<file path="config.mk">
export PLATFORM = sky130hd
export DESIGN_NAME = weight_lowpass_adaptive_filter
export DESIGN_NICKNAME = d
export VERILOG_FILES = /design/src/hw/lowpass_stage.v /design/src/hw/weight_lowpass_adaptive_filter.v
export VERILOG_INCLUDE_DIRS = /design/src /design/src/hw
export SDC_FILE = /design/constraint.sdc
export NUM_CORES = 1
export LEC_CHECK = 0
export BUFFER_PORTS_ARGS = -buffer_cell sky130_fd_sc_hd__buf_2
export CAP_MARGIN = 30
export CORE_UTILIZATION = 63
export DETAILED_ROUTE_END_ITERATION = 6
export PLACE_DENSITY = 0.8
export RECOVER_POWER = 100
export SYNTH_ARGS = -nofsm -noshare
export SYNTH_HDL_FRONTEND = slang
export SYNTH_HIERARCHICAL = 1
export SYNTH_SLANG_ARGS = --single-unit
</file>
<file path="constraint.sdc">
create_clock -name clk_sys -period 19.3 [get_ports clk_sys]
set_input_delay 0.965 -clock clk_sys [delete_from_list [all_inputs] [get_ports clk_sys]]
set_output_delay 0.965 -clock clk_sys [all_outputs]
set_load 0.02 [all_outputs]
</file>
<file path="src/hw/wlaf_map.vh">
// constants for the adaptive weight low-pass filter
`ifndef WLAF_MAP_VH
`define WLAF_MAP_VH

// sample and data widths
`define WLAF_DATA_W        24
`define WLAF_FRAC_W        12
`define WLAF_ACC_W         36
`define WLAF_SHIFT_W       4
`define WLAF_BW_W          4

// bandwidth codes, lowest first
`define WLAF_BW_0P125      4'h0
`define WLAF_BW_0P25       4'h1
`define WLAF_BW_0P5        4'h2
`define WLAF_BW_1          4'h3
`define WLAF_BW_2          4'h4
`define WLAF_BW_4          4'h5
`define WLAF_BW_8          4'h6
`define WLAF_BW_15         4'h7
`define WLAF_BW_30         4'h8
`define WLAF_BW_50         4'h9
`define WLAF_BW_ADAPT_MAX  4'h2

// smoothing shifts per bandwidth at the nominal sample rate
`define WLAF_SH_0P125      4'hb
`define WLAF_SH_0P25       4'ha
`define WLAF_SH_0P5        4'h9
`define WLAF_SH_1          4'h8
`define WLAF_SH_2          4'h7
`define WLAF_SH_4          4'h6
`define WLAF_SH_8          4'h5
`define WLAF_SH_15         4'h4
`define WLAF_SH_30         4'h3
`define WLAF_SH_50         4'h2

// rise times to steady state in ms
`define WLAF_RISE_0P125    7993
`define WLAF_RISE_0P25     3994
`define WLAF_RISE_0P5      1993
`define WLAF_RISE_1        993
`define WLAF_RISE_2        493
`define WLAF_RISE_4        233
`define WLAF_RISE_8        122
`define WLAF_RISE_15       66
`define WLAF_RISE_30       36
`define WLAF_RISE_50       30

// timing
`define WLAF_CLK_HZ        100000000
`define WLAF_SAMPLE_HZ     1600
`define WLAF_WINDOW_MS     100
`define WLAF_RISE_CNT_W    16

// reset values
`define WLAF_RST_ACC       36'h000000000
`define WLAF_RST_DATA      24'h000000
`define WLAF_RST_BW        4'h0

`endif

</file>
<file path="src/hw/lowpass_stage.v">
// one first-order recursive smoothing stage with selectable shift
`timescale 1ns/1ps
`default_nettype none
`include "wlaf_map.vh"

module lowpass_stage (
    // clock and reset
    input  wire                              clk_sys,
    input  wire                              rst_n,
    // sample in
    input  wire                              in_valid,
    input  wire signed [`WLAF_ACC_W-1:0]     in_data,
    input  wire        [`WLAF_SHIFT_W-1:0]   shift,
    // sample out
    output reg                               out_valid_ff,
    output reg  signed [`WLAF_ACC_W-1:0]     out_data_ff
);

    wire signed [`WLAF_ACC_W:0]   diff;
    wire signed [`WLAF_ACC_W:0]   step;
    reg                           primed_ff;

    assign diff = {in_data[`WLAF_ACC_W-1], in_data} - {out_data_ff[`WLAF_ACC_W-1], out_data_ff};
    assign step = diff >>> shift;

    // preload on the first sample so power-up does not ramp from zero
    always @(posedge clk_sys) begin
        if (!rst_n) begin
            primed_ff    <= 1'b0;
            out_valid_ff <= 1'b0;
            out_data_ff  <= `WLAF_RST_ACC;
        end else begin
            out_valid_ff <= in_valid;
            if (in_valid) begin
                primed_ff <= 1'b1;
                if (!primed_ff)
                    out_data_ff <= in_data;
                else
                    out_data_ff <= out_data_ff + step[`WLAF_ACC_W-1:0];
            end
        end
    end

endmodule
`default_nettype wire

</file>
<file path="src/hw/weight_lowpass_adaptive_filter.v">
// adaptive low-pass filter for the weight sample stream
`timescale 1ns/1ps
`default_nettype none
`include "wlaf_map.vh"

module weight_lowpass_adaptive_filter #(
    parameter WINDOW_CYCLES = `WLAF_WINDOW_MS * (`WLAF_CLK_HZ / 1000)
) (
    // clock and reset
    input  wire                              clk_sys,
    input  wire                              rst_n,
    // configuration
    input  wire        [`WLAF_BW_W-1:0]      bw_sel,
    input  wire                              adaptive_en,
    input  wire        [`WLAF_DATA_W-1:0]    settle_threshold,
    // raw weight samples
    input  wire                              sample_valid,
    input  wire signed [`WLAF_DATA_W-1:0]    sample_data,
    // filtered weight
    output reg                               filt_valid_ff,
    output reg  signed [`WLAF_DATA_W-1:0]    filt_data_ff,
    // status
    output reg                               wide_active_ff,
    output reg         [`WLAF_BW_W-1:0]      active_bw_ff,
    output reg                               settled_ff
);

    ////////////////////////////////////////////////////////////////////////////////
    // decoding

    // out-of-range codes fall back to the widest setting
    function [`WLAF_BW_W-1:0] clamp_bw;
        input [`WLAF_BW_W-1:0] code;
        begin
            if (code > `WLAF_BW_50)
                clamp_bw = `WLAF_BW_50;
            else
                clamp_bw = code;
        end
    endfunction

    // two cascaded stages at these shifts give the -3 dB points
    function [`WLAF_SHIFT_W-1:0] bw_shift;
        input [`WLAF_BW_W-1:0] code;
        begin
            case (code)
                `WLAF_BW_0P125: bw_shift = `WLAF_SH_0P125;
                `WLAF_BW_0P25:  bw_shift = `WLAF_SH_0P25;
                `WLAF_BW_0P5:   bw_shift = `WLAF_SH_0P5;
                `WLAF_BW_1:     bw_shift = `WLAF_SH_1;
                `WLAF_BW_2:     bw_shift = `WLAF_SH_2;
                `WLAF_BW_4:     bw_shift = `WLAF_SH_4;
                `WLAF_BW_8:     bw_shift = `WLAF_SH_8;
                `WLAF_BW_15:    bw_shift = `WLAF_SH_15;
                `WLAF_BW_30:    bw_shift = `WLAF_SH_30;
                default:        bw_shift = `WLAF_SH_50;
            endcase
        end
    endfunction

    // rise time to steady state, in samples
    function [`WLAF_RISE_CNT_W-1:0] rise_samples;
        input [`WLAF_BW_W-1:0] code;
        integer ms;
        integer samples;
        begin
            case (code)
                `WLAF_BW_0P125: ms = `WLAF_RISE_0P125;
                `WLAF_BW_0P25:  ms = `WLAF_RISE_0P25;
                `WLAF_BW_0P5:   ms = `WLAF_RISE_0P5;
                `WLAF_BW_1:     ms = `WLAF_RISE_1;
                `WLAF_BW_2:     ms = `WLAF_RISE_2;
                `WLAF_BW_4:     ms = `WLAF_RISE_4;
                `WLAF_BW_8:     ms = `WLAF_RISE_8;
                `WLAF_BW_15:    ms = `WLAF_RISE_15;
                `WLAF_BW_30:    ms = `WLAF_RISE_30;
                default:        ms = `WLAF_RISE_50;
            endcase
            samples      = ms * `WLAF_SAMPLE_HZ / 1000;
            rise_samples = samples[`WLAF_RISE_CNT_W-1:0];
        end
    endfunction

    ////////////////////////////////////////////////////////////////////////////////
    // 100 ms comparison window

    reg        [31:0]               win_cnt_ff;
    reg                             win_tick_ff;
    reg signed [`WLAF_DATA_W-1:0]   latest_ff;
    reg signed [`WLAF_DATA_W-1:0]   snap_ff;
    wire signed [`WLAF_DATA_W:0]    samp_diff;
    wire       [`WLAF_DATA_W:0]     samp_abs;
    wire                            over_thr;

    // free-running tick; window length counted in clocks, not samples
    always @(posedge clk_sys) begin
        if (!rst_n) begin
            win_cnt_ff  <= 32'h00000000;
            win_tick_ff <= 1'b0;
        end else if (win_cnt_ff == WINDOW_CYCLES - 1) begin
            win_cnt_ff  <= 32'h00000000;
            win_tick_ff <= 1'b1;
        end else begin
            win_cnt_ff  <= win_cnt_ff + 32'h00000001;
            win_tick_ff <= 1'b0;
        end
    end

    always @(posedge clk_sys) begin
        if (!rst_n) begin
            latest_ff <= `WLAF_RST_DATA;
            snap_ff   <= `WLAF_RST_DATA;
        end else begin
            if (sample_valid)
                latest_ff <= sample_data;
            if (win_tick_ff)
                snap_ff <= latest_ff;
        end
    end

    assign samp_diff = {latest_ff[`WLAF_DATA_W-1], latest_ff} - {snap_ff[`WLAF_DATA_W-1], snap_ff};
    // both loading and unloading count as change
    assign samp_abs  = samp_diff[`WLAF_DATA_W] ? -samp_diff : samp_diff;
    assign over_thr  = samp_abs > {1'b0, settle_threshold};

    ////////////////////////////////////////////////////////////////////////////////
    // bandwidth choice

    wire [`WLAF_BW_W-1:0] sel_bw;
    wire                  adapt_ok;
    reg  [`WLAF_BW_W-1:0] nxt_active_bw;

    assign sel_bw   = clamp_bw(bw_sel);
    // only the three lowest settings may widen
    assign adapt_ok = adaptive_en && (sel_bw <= `WLAF_BW_ADAPT_MAX);

    // decision held for a whole window while adapt_ok stays high; equal to threshold counts as settled
    always @(posedge clk_sys) begin
        if (!rst_n)
            wide_active_ff <= 1'b0;
        else if (!adapt_ok)
            wide_active_ff <= 1'b0;
        else if (win_tick_ff)
            wide_active_ff <= over_thr;
    end

    always @* begin
        if (wide_active_ff && adapt_ok)
            nxt_active_bw = `WLAF_BW_1;
        else
            nxt_active_bw = sel_bw;
    end

    always @(posedge clk_sys) begin
        if (!rst_n)
            active_bw_ff <= `WLAF_RST_BW;
        else
            active_bw_ff <= nxt_active_bw;
    end

    ////////////////////////////////////////////////////////////////////////////////
    // filter core: two cascaded first-order stages

    wire [`WLAF_SHIFT_W-1:0]      cur_shift;
    wire                          stg_valid [0:2];
    wire signed [`WLAF_ACC_W-1:0] stg_data  [0:2];

    assign cur_shift    = bw_shift(active_bw_ff);
    assign stg_valid[0] = sample_valid;
    assign stg_data[0]  = {sample_data, {`WLAF_FRAC_W{1'b0}}};

    // a second pole steepens the roll-off at the cost of one more cycle
    genvar gi;
    generate
        for (gi = 0; gi < 2; gi = gi + 1) begin : g_stage
            lowpass_stage u_stage (
                .clk_sys      (clk_sys),
                .rst_n        (rst_n),
                .in_valid     (stg_valid[gi]),
                .in_data      (stg_data[gi]),
                .shift        (cur_shift),
                .out_valid_ff (stg_valid[gi+1]),
                .out_data_ff  (stg_data[gi+1])
            );
        end
    endgenerate

    always @(posedge clk_sys) begin
        if (!rst_n) begin
            filt_valid_ff <= 1'b0;
            filt_data_ff  <= `WLAF_RST_DATA;
        end else begin
            filt_valid_ff <= stg_valid[2];
            if (stg_valid[2])
                filt_data_ff <= stg_data[2][`WLAF_ACC_W-1:`WLAF_FRAC_W];
        end
    end

    ////////////////////////////////////////////////////////////////////////////////
    // settle indication

    reg [`WLAF_RISE_CNT_W-1:0] rise_cnt_ff;
    wire [`WLAF_RISE_CNT_W-1:0] rise_lim;
    wire                        restart;

    assign rise_lim = rise_samples(active_bw_ff);
    // a bandwidth change or detected motion starts a fresh rise time
    assign restart  = (nxt_active_bw != active_bw_ff) || (win_tick_ff && over_thr);

    always @(posedge clk_sys) begin
        if (!rst_n) begin
            rise_cnt_ff <= {`WLAF_RISE_CNT_W{1'b0}};
            settled_ff  <= 1'b0;
        end else if (restart) begin
            rise_cnt_ff <= {`WLAF_RISE_CNT_W{1'b0}};
            settled_ff  <= 1'b0;
        end else if (filt_valid_ff && !settled_ff) begin
            if (rise_cnt_ff >= rise_lim - 16'h0001)
                settled_ff <= 1'b1;
            rise_cnt_ff <= rise_cnt_ff + 16'h0001;
        end
    end

endmodule
`default_nettype wire

</file>
==> out/qor.txt, run 1 <==
chip width -> 222 µm
crit path DAT -> 18.58 ns
RD Place Congestion -> 0.947
Mean Syn Cell Area -> 7.80 µm²
Final period util -> 94.0%
Min Clock Period, post-route -> 18.15 ns
clock tree buffer depth -> 3
ys flop type -> dfxtp_1
count leader, synth -> nor2_1
die area -> 49300 µm²
placed instance area -> 31300 µm²
largest family of logic cells by synthesized area -> compound AO/OA/AOI/OAI gates
CP Max Fanout -> 11
PortBufs -> 86
first-pass GRT wire length -> 142 mm
Post-synth EDFFs -> 0
clock skew -> 0.0208 ns
# clock sinks -> 220
Adder-Cell Fraction of Synth Area -> 12.0%
final hold vios -> 0
post-synthesis compound-gate area fraction -> 27.8%
M1 wire length -> 37.6 mm
Slowest-stage cell, CP -> a2111oi_1
Core Area -> 47700 µm²
layout cells sized above 1 -> 10.0%
setup violators final -> 0
final wirelength -> 87.7 mm
total number of vias -> 30200
DRC -> 0
clock root buffer -> clkbuf_16
Final ANT Viol Nets -> 0
Iter 0 DRT Violations -> 2640
Post-CTS Hold Fix Bufs -> 0
Avg WL per Cell -> 19.2 µm
Distinct cells, synth -> 146
CP max stage delay -> 0.57 ns
vias in the first global route -> 27700
Worst-path clk slew -> 0.06 ns
Tightest Hold Check Type -> flip-flop to flip-flop
metal2 WL -> 39.5 mm
clk_lat worst skew -> 0.58 ns
TritonCTS clock tree -> yes
failing checks -> max-capacitance violations, max-slew violations
share of flip-flops with an asynchronous set or reset -> 0%
Critical Path RT -> 19.73 ns
routed length on met3 -> 5.39 mm
largest net degree at the start of global routing -> 76
gr usage total -> 34.4%
Max-Cap Viols -> 2
top sig layer -> met4
relative slew slack -> -95.6%
Commonest cells post-synth -> nor2_1 (336), a21oi_1 (307), ha_1 (270)
Syn Inst Count -> 3910
DR pass1 iterations -> 6
fin. max-slew vios -> 137
Boundary Pins -> 87
Setup crit start kind -> flip-flop
Post-Syn Area -> 30500 µm²
Ant. Diodes -> 0
CTS Buf Count -> 28
FP Rows -> 80
die height -> 222 µm
DP HPWL -> 67.2 mm
area grow syn2layout -> 6.76%
H-tree level count -> 1
Simple-Gate Fraction of Synth Area -> 20.9%
initial antenna violation count -> 0
synth warn -> 6
synth top area cells -> dfxtp_1 (14%), ha_1 (11%), mux2i_1 (7.5%)
maximum clock frequency -> 55.1 MHz
Design Area, Final -> 32600 µm²
nets -> 4273
mux cell area share after synthesis -> 12.0%
Worst Hold Slack -> 0.458 ns
critical path capture point type -> flip-flop
area share of the largest cell type after synthesis -> 14.4%
WS Path Type -> flip-flop to flip-flop
Synth Register Bits -> 220
Initial Util -> 63.9%
Overflow after GRT -> 0
Slew @ Worst Pin -> 2.93 ns
Synth area leader -> dfxtp_1
outcome -> finished with violations
Via density -> 6.61
Seq/Total Area, Yosys -> 14.4%
Post-Synth XOR/XNOR Area -> 7.56%
fin util -> 68.2%
-- final timing paths --
check             slack (ns)  cells past startpoint       endpoint          start
setup reg to reg        1.15                     81     settled_ff      flip-flop
setup / recovery        1.15                     81     settled_ff      flip-flop
hold reg to reg         0.46                      1  win_cnt_ff[0]  win_cnt_ff[0]
hold / removal          0.46                      1  win_cnt_ff[0]  win_cnt_ff[0]
-- cells in the final DEF, fill, tap and decap left out, drive strengths merged, types with 16 or more instances in the layout --
cell type	n
nor2	341
a21oi	317
ha	270
nand2	235
mux2i	231
inv	221
dfxtp	220
o21ai	209
xnor2	161
nand3	106
buf	106
a21o	105
nor2b	102
xor2	96
nor3	81
a211oi	81
clkbuf	78
a31oi	63
nand4	62
and2	52
mux4	43
o211ai	42
and3	41
nand2b	40
o21bai	39
o21a	39
a211o	36
or3	35
mux2	31
nor4	30
o31ai	30
or2	30
conb	25
nand3b	20
o2111ai	19
o22ai	16
o221ai	16
-- cells by family (layout without fill, tap and decap cells) --
kind of cell | Yosys count | after routing
xor+xnor | 257 | 257
mux | 305 | 305
fa+ha+maj | 285 | 285
flops | 220 | 220
other cells | 1 | 25
simple gates | 1233 | 1233
buf+inv | 398 | 415
compound gates | 1211 | 1212
-- layout make-up --
type                            count  area, µm²
Timing Repair Buffer              143        828
Clock inverter                      6       83.8
Tap cell                          615        769
Fill cell                        4053      15200
Inverter                          224        841
Multi-Input combinational cell   3317      24800
Sequential cell                   220       4420
Clock buffer                       42        836
-- per-layer routing --
layer,vias to the layer above,global-route usage (%)
met5,-,0
met4,0,17.5
met3,288,3.78
met2,1167,56.7
met1,14100,44.4
li1,14600,-
-- through the flow --
step,setup slack [ns],instances,setup TNS (ns)
CTS,0.171,4540,0
detailed placement,0.221,4492,0
floorplan,2.21,3934,0
global placement,0.666,4489,0
global route,-0.126,4567,-0.126
finish,1.15,4567,0
-- state kept, by name, summed over array words and instances (netlist names), named ones only --
register                      flops
active_bw_ff                      4
cur_shift                         4
filt_data_ff                     24
filt_valid_ff                     1
g_stage.u_stage/out_data_ff      72
g_stage.u_stage/out_valid_ff      2
g_stage.u_stage/primed_ff         2
latest_ff                        24
rise_cnt_ff                      16
settled_ff                        1
snap_ff                          24
wide_active_ff                    1
win_cnt_ff                       32
win_tick_ff                       1
-- repair_timing --
item	4_1_cts	5_1_grt
buffers inserted	0	25
resized for setup	0	45
setup endpoints to repair	0	1
-- worst max-delay path: cells and delay by family (launching register included) --
family | cells | cell delay (ns)
flip-flops | 1 | 0.34
buffers and inverters | 6 | 0.76
AO/OA/AOI/OAI | 38 | 9.58
multiplexers | 1 | 0.28
AND/OR/NAND/NOR | 24 | 3.80
adder cells (fa/ha/maj) | 9 | 2.71
XOR/XNOR | 3 | 0.48
Power of run 1 is not shown: default switching activity piles up to over one toggle a cycle in this logic, so the estimate is an artifact.
==> inputs of run 2 (changes only) <==
--- a/config.mk
+++ b/config.mk
@@ -8,10 +8,11 @@
 export LEC_CHECK = 0
 export BUFFER_PORTS_ARGS = -buffer_cell sky130_fd_sc_hd__buf_2
 export CAP_MARGIN = 30
+export CORE_MARGIN = 3
 export CORE_UTILIZATION = 63
 export DETAILED_ROUTE_END_ITERATION = 6
 export PLACE_DENSITY = 0.8
-export RECOVER_POWER = 100
+export RECOVER_POWER = 25
 export SYNTH_ARGS = -nofsm -noshare
 export SYNTH_HDL_FRONTEND = slang
 export SYNTH_HIERARCHICAL = 1
==> run 2 against run 1 <==
Compared with the run above: the flow still finishes with violations (max-capacitance violations, max-slew violations); global-route usage down 2.1 points; maximum frequency is 0.53% lower; clock-buffer cell count down 8; core utilization rose by 0.21 points; sequential cell count unchanged; sequential share of layout area about the same; routed wire length shrank 1.7%; critical endpoint unchanged; largest cell class unchanged; highest routed layer is now met5.
==> out/qor.txt, run 2 (synthesis results as in run 1) <==
outcome -> finished with violations (unchanged)
failing checks -> max-capacitance violations, max-slew violations (unchanged)
Avg WL per Cell -> 18.9 µm (was 19.2 µm)
die area -> 51100 µm² (was 49300 µm²)
Min Clock Period, post-route -> 18.25 ns (was 18.15 ns)
H-tree level count -> 1 (unchanged)
TNS Setup -> 0 ns (unchanged)
vias in the first global route -> 27400 (was 27700)
Initial Util -> 63.9% (unchanged)
final hold vios -> 0 (unchanged)
Slowest-stage cell, CP -> or4b_1 (was a2111oi_1)
dpl cells -> 4492 (unchanged)
Tightest Hold Check Type -> flip-flop to flip-flop (unchanged)
Boundary Pins -> 87 (unchanged)
Ant. Diodes -> 0 (unchanged)
Core Area -> 47700 µm² (unchanged)
most common cell after layout, fill and taps aside -> nor2_1 (unchanged)
Max-Cap Viols -> 2 (unchanged)
clock root buffer -> clkbuf_16 (unchanged)
PortBufs -> 86 (unchanged)
CTS Buf Count -> 29 (was 28)
layout cells sized above 1 -> 11.1% (was 10.0%)
Slew @ Worst Pin -> 2.42 ns (was 2.93 ns)
Largest regs -> g_stage.u_stage/out_data_ff (72), win_cnt_ff (32) (unchanged)
post-route insts no fill -> 4570 (was 4567)
CP max stage delay -> 0.54 ns (was 0.57 ns)
relative slew slack -> -61.2% (was -95.6%)
clk_lat worst skew -> 0.59 ns (was 0.58 ns)
TritonCTS clock tree -> yes (unchanged)
Setup crit start kind -> flip-flop (unchanged)
reg2reg end -> settled_ff (unchanged)
Iter 0 DRT Violations -> 2417 (was 2640)
CP Max Fanout -> 10 (was 11)
crit path DAT -> 18.68 ns (was 18.58 ns)
Final period util -> 94.5% (was 94.0%)
die height -> 226 µm (was 222 µm)
commonest non-fill, non-tap cells in the layout -> nor2_1 (334), a21oi_1 (305), ha_1 (268), nand2_1 (230), mux2i_1 (229) (was nor2_1 (335), a21oi_1 (304), ha_1 (268), nand2_1 (230), mux2i_1 (228))
chip width -> 226 µm (was 222 µm)
Via density -> 6.58 (was 6.61)
FP Rows -> 80 (unchanged)
Overflow after GRT -> 0 (unchanged)
Critical Path RT -> 19.74 ns (was 19.73 ns)
total number of vias -> 30100 (was 30200)
first-pass GRT wire length -> 138 mm (was 142 mm)
hold path start -> win_cnt_ff[0] (unchanged)
area grow syn2layout -> 7.08% (was 6.76%)
Worst-path clk slew -> 0.06 ns (about the same)
hold path depth -> 1 (unchanged)
flop-to-flop setup slack -> 1.05 ns (was 1.15 ns)
clock tree buffer depth -> 3 (unchanged)
gr usage total -> 32.3% (was 34.4%)
Post-CTS Hold Fix Bufs -> 0 (unchanged)
critical path capture point type -> flip-flop (unchanged)
# clock sinks -> 220 (unchanged)
RD Place Congestion -> 0.958 (was 0.947)
maximum clock frequency -> 54.8 MHz (was 55.1 MHz)
r2r worst-path depth -> 83 (was 81)
DR pass1 iterations -> 5 (was 6)
nets -> 4271 (was 4273)
setup violators final -> 0 (unchanged)
Final ANT Viol Nets -> 0 (unchanged)
final wirelength -> 86.2 mm (was 87.7 mm)
largest net degree at the start of global routing -> 74 (was 76)
WS Path Type -> flip-flop to flip-flop (unchanged)
Largest register FFs -> 72 (unchanged)
DP HPWL -> 66.5 mm (was 67.2 mm)
Biggest register -> g_stage.u_stage/out_data_ff (unchanged)
clock skew -> 0.0126 ns (was 0.0208 ns)
initial antenna violation count -> 1 (was 0)
fin. max-slew vios -> 113 (was 137)
WHS Endpoint -> win_cnt_ff[0] (unchanged)
DRC -> 0 (unchanged)
## run 2: cell types whose count changed in the layout (fill, tap and decap cells not counted), sizes merged
cell	previous run	this run
clkinvlp	0	5
clkbuf	78	37
inv	221	225
buf	106	137
dlymetal6s2s	1	0
clkinv	7	12
## run 2: repair_timing
action                                  in CTS  in global routing
buffers inserted                             0                 23
endpoints found under the hold margin        0                  0
gates resized for setup                      0                 49
endpoints found under the setup margin       0                  1
## run 2: how the worst max path moves through the flow
stage                 endpoint
finish              settled_ff
global route        settled_ff
CTS                 settled_ff
detailed placement  settled_ff
global placement    settled_ff
floorplan           settled_ff
## run 2: worst max-delay path: cells and delay by family, from the launching register on
kind | cells | cell delay (ns)
compound gates | 41 | 10.01
simple gates | 22 | 3.37
mux | 1 | 0.24
buf+inv | 8 | 1.06
xor+xnor | 2 | 0.38
fa+ha+maj | 9 | 2.65
flops | 1 | 0.33
## run 2: layer usage
layer / share of wire [%] / routed length, µm / track usage, %
met1: 43 / 36800 / 41.5
met2: 45 / 38600 / 53.1
met5: 0.015 / 13 / 0
met4: 6.4 / 5480 / 17.4
met3: 6.2 / 5320 / 3.85
## run 2: cell type report
class | count | area (µm²)
multi-input cells | 3317 | 24800
fillers | 4054 | 15100
flip-flops and latches | 220 | 4420
repair buffers | 140 | 855
inverters | 224 | 841
well taps | 615 | 769
clock buffers | 34 | 754
clock inverters | 20 | 196
## run 2: metrics by stage
step	utilization, %	instance area, µm²	setup slack (ns)	hold WS (ns)
6_report	68.4	32700	1.05	0.463
3_5_place_dp	65.6	31300	0.0955	0.455
4_1_cts	67.6	32300	0.0619	0.468
2_1_floorplan	-	30600	2.21	0.426
3_3_place_gp	65.5	31300	0.600	0.442
5_1_grt	68.4	32700	-0.0742	0.507
Power of run 2 is left out for the same reason.
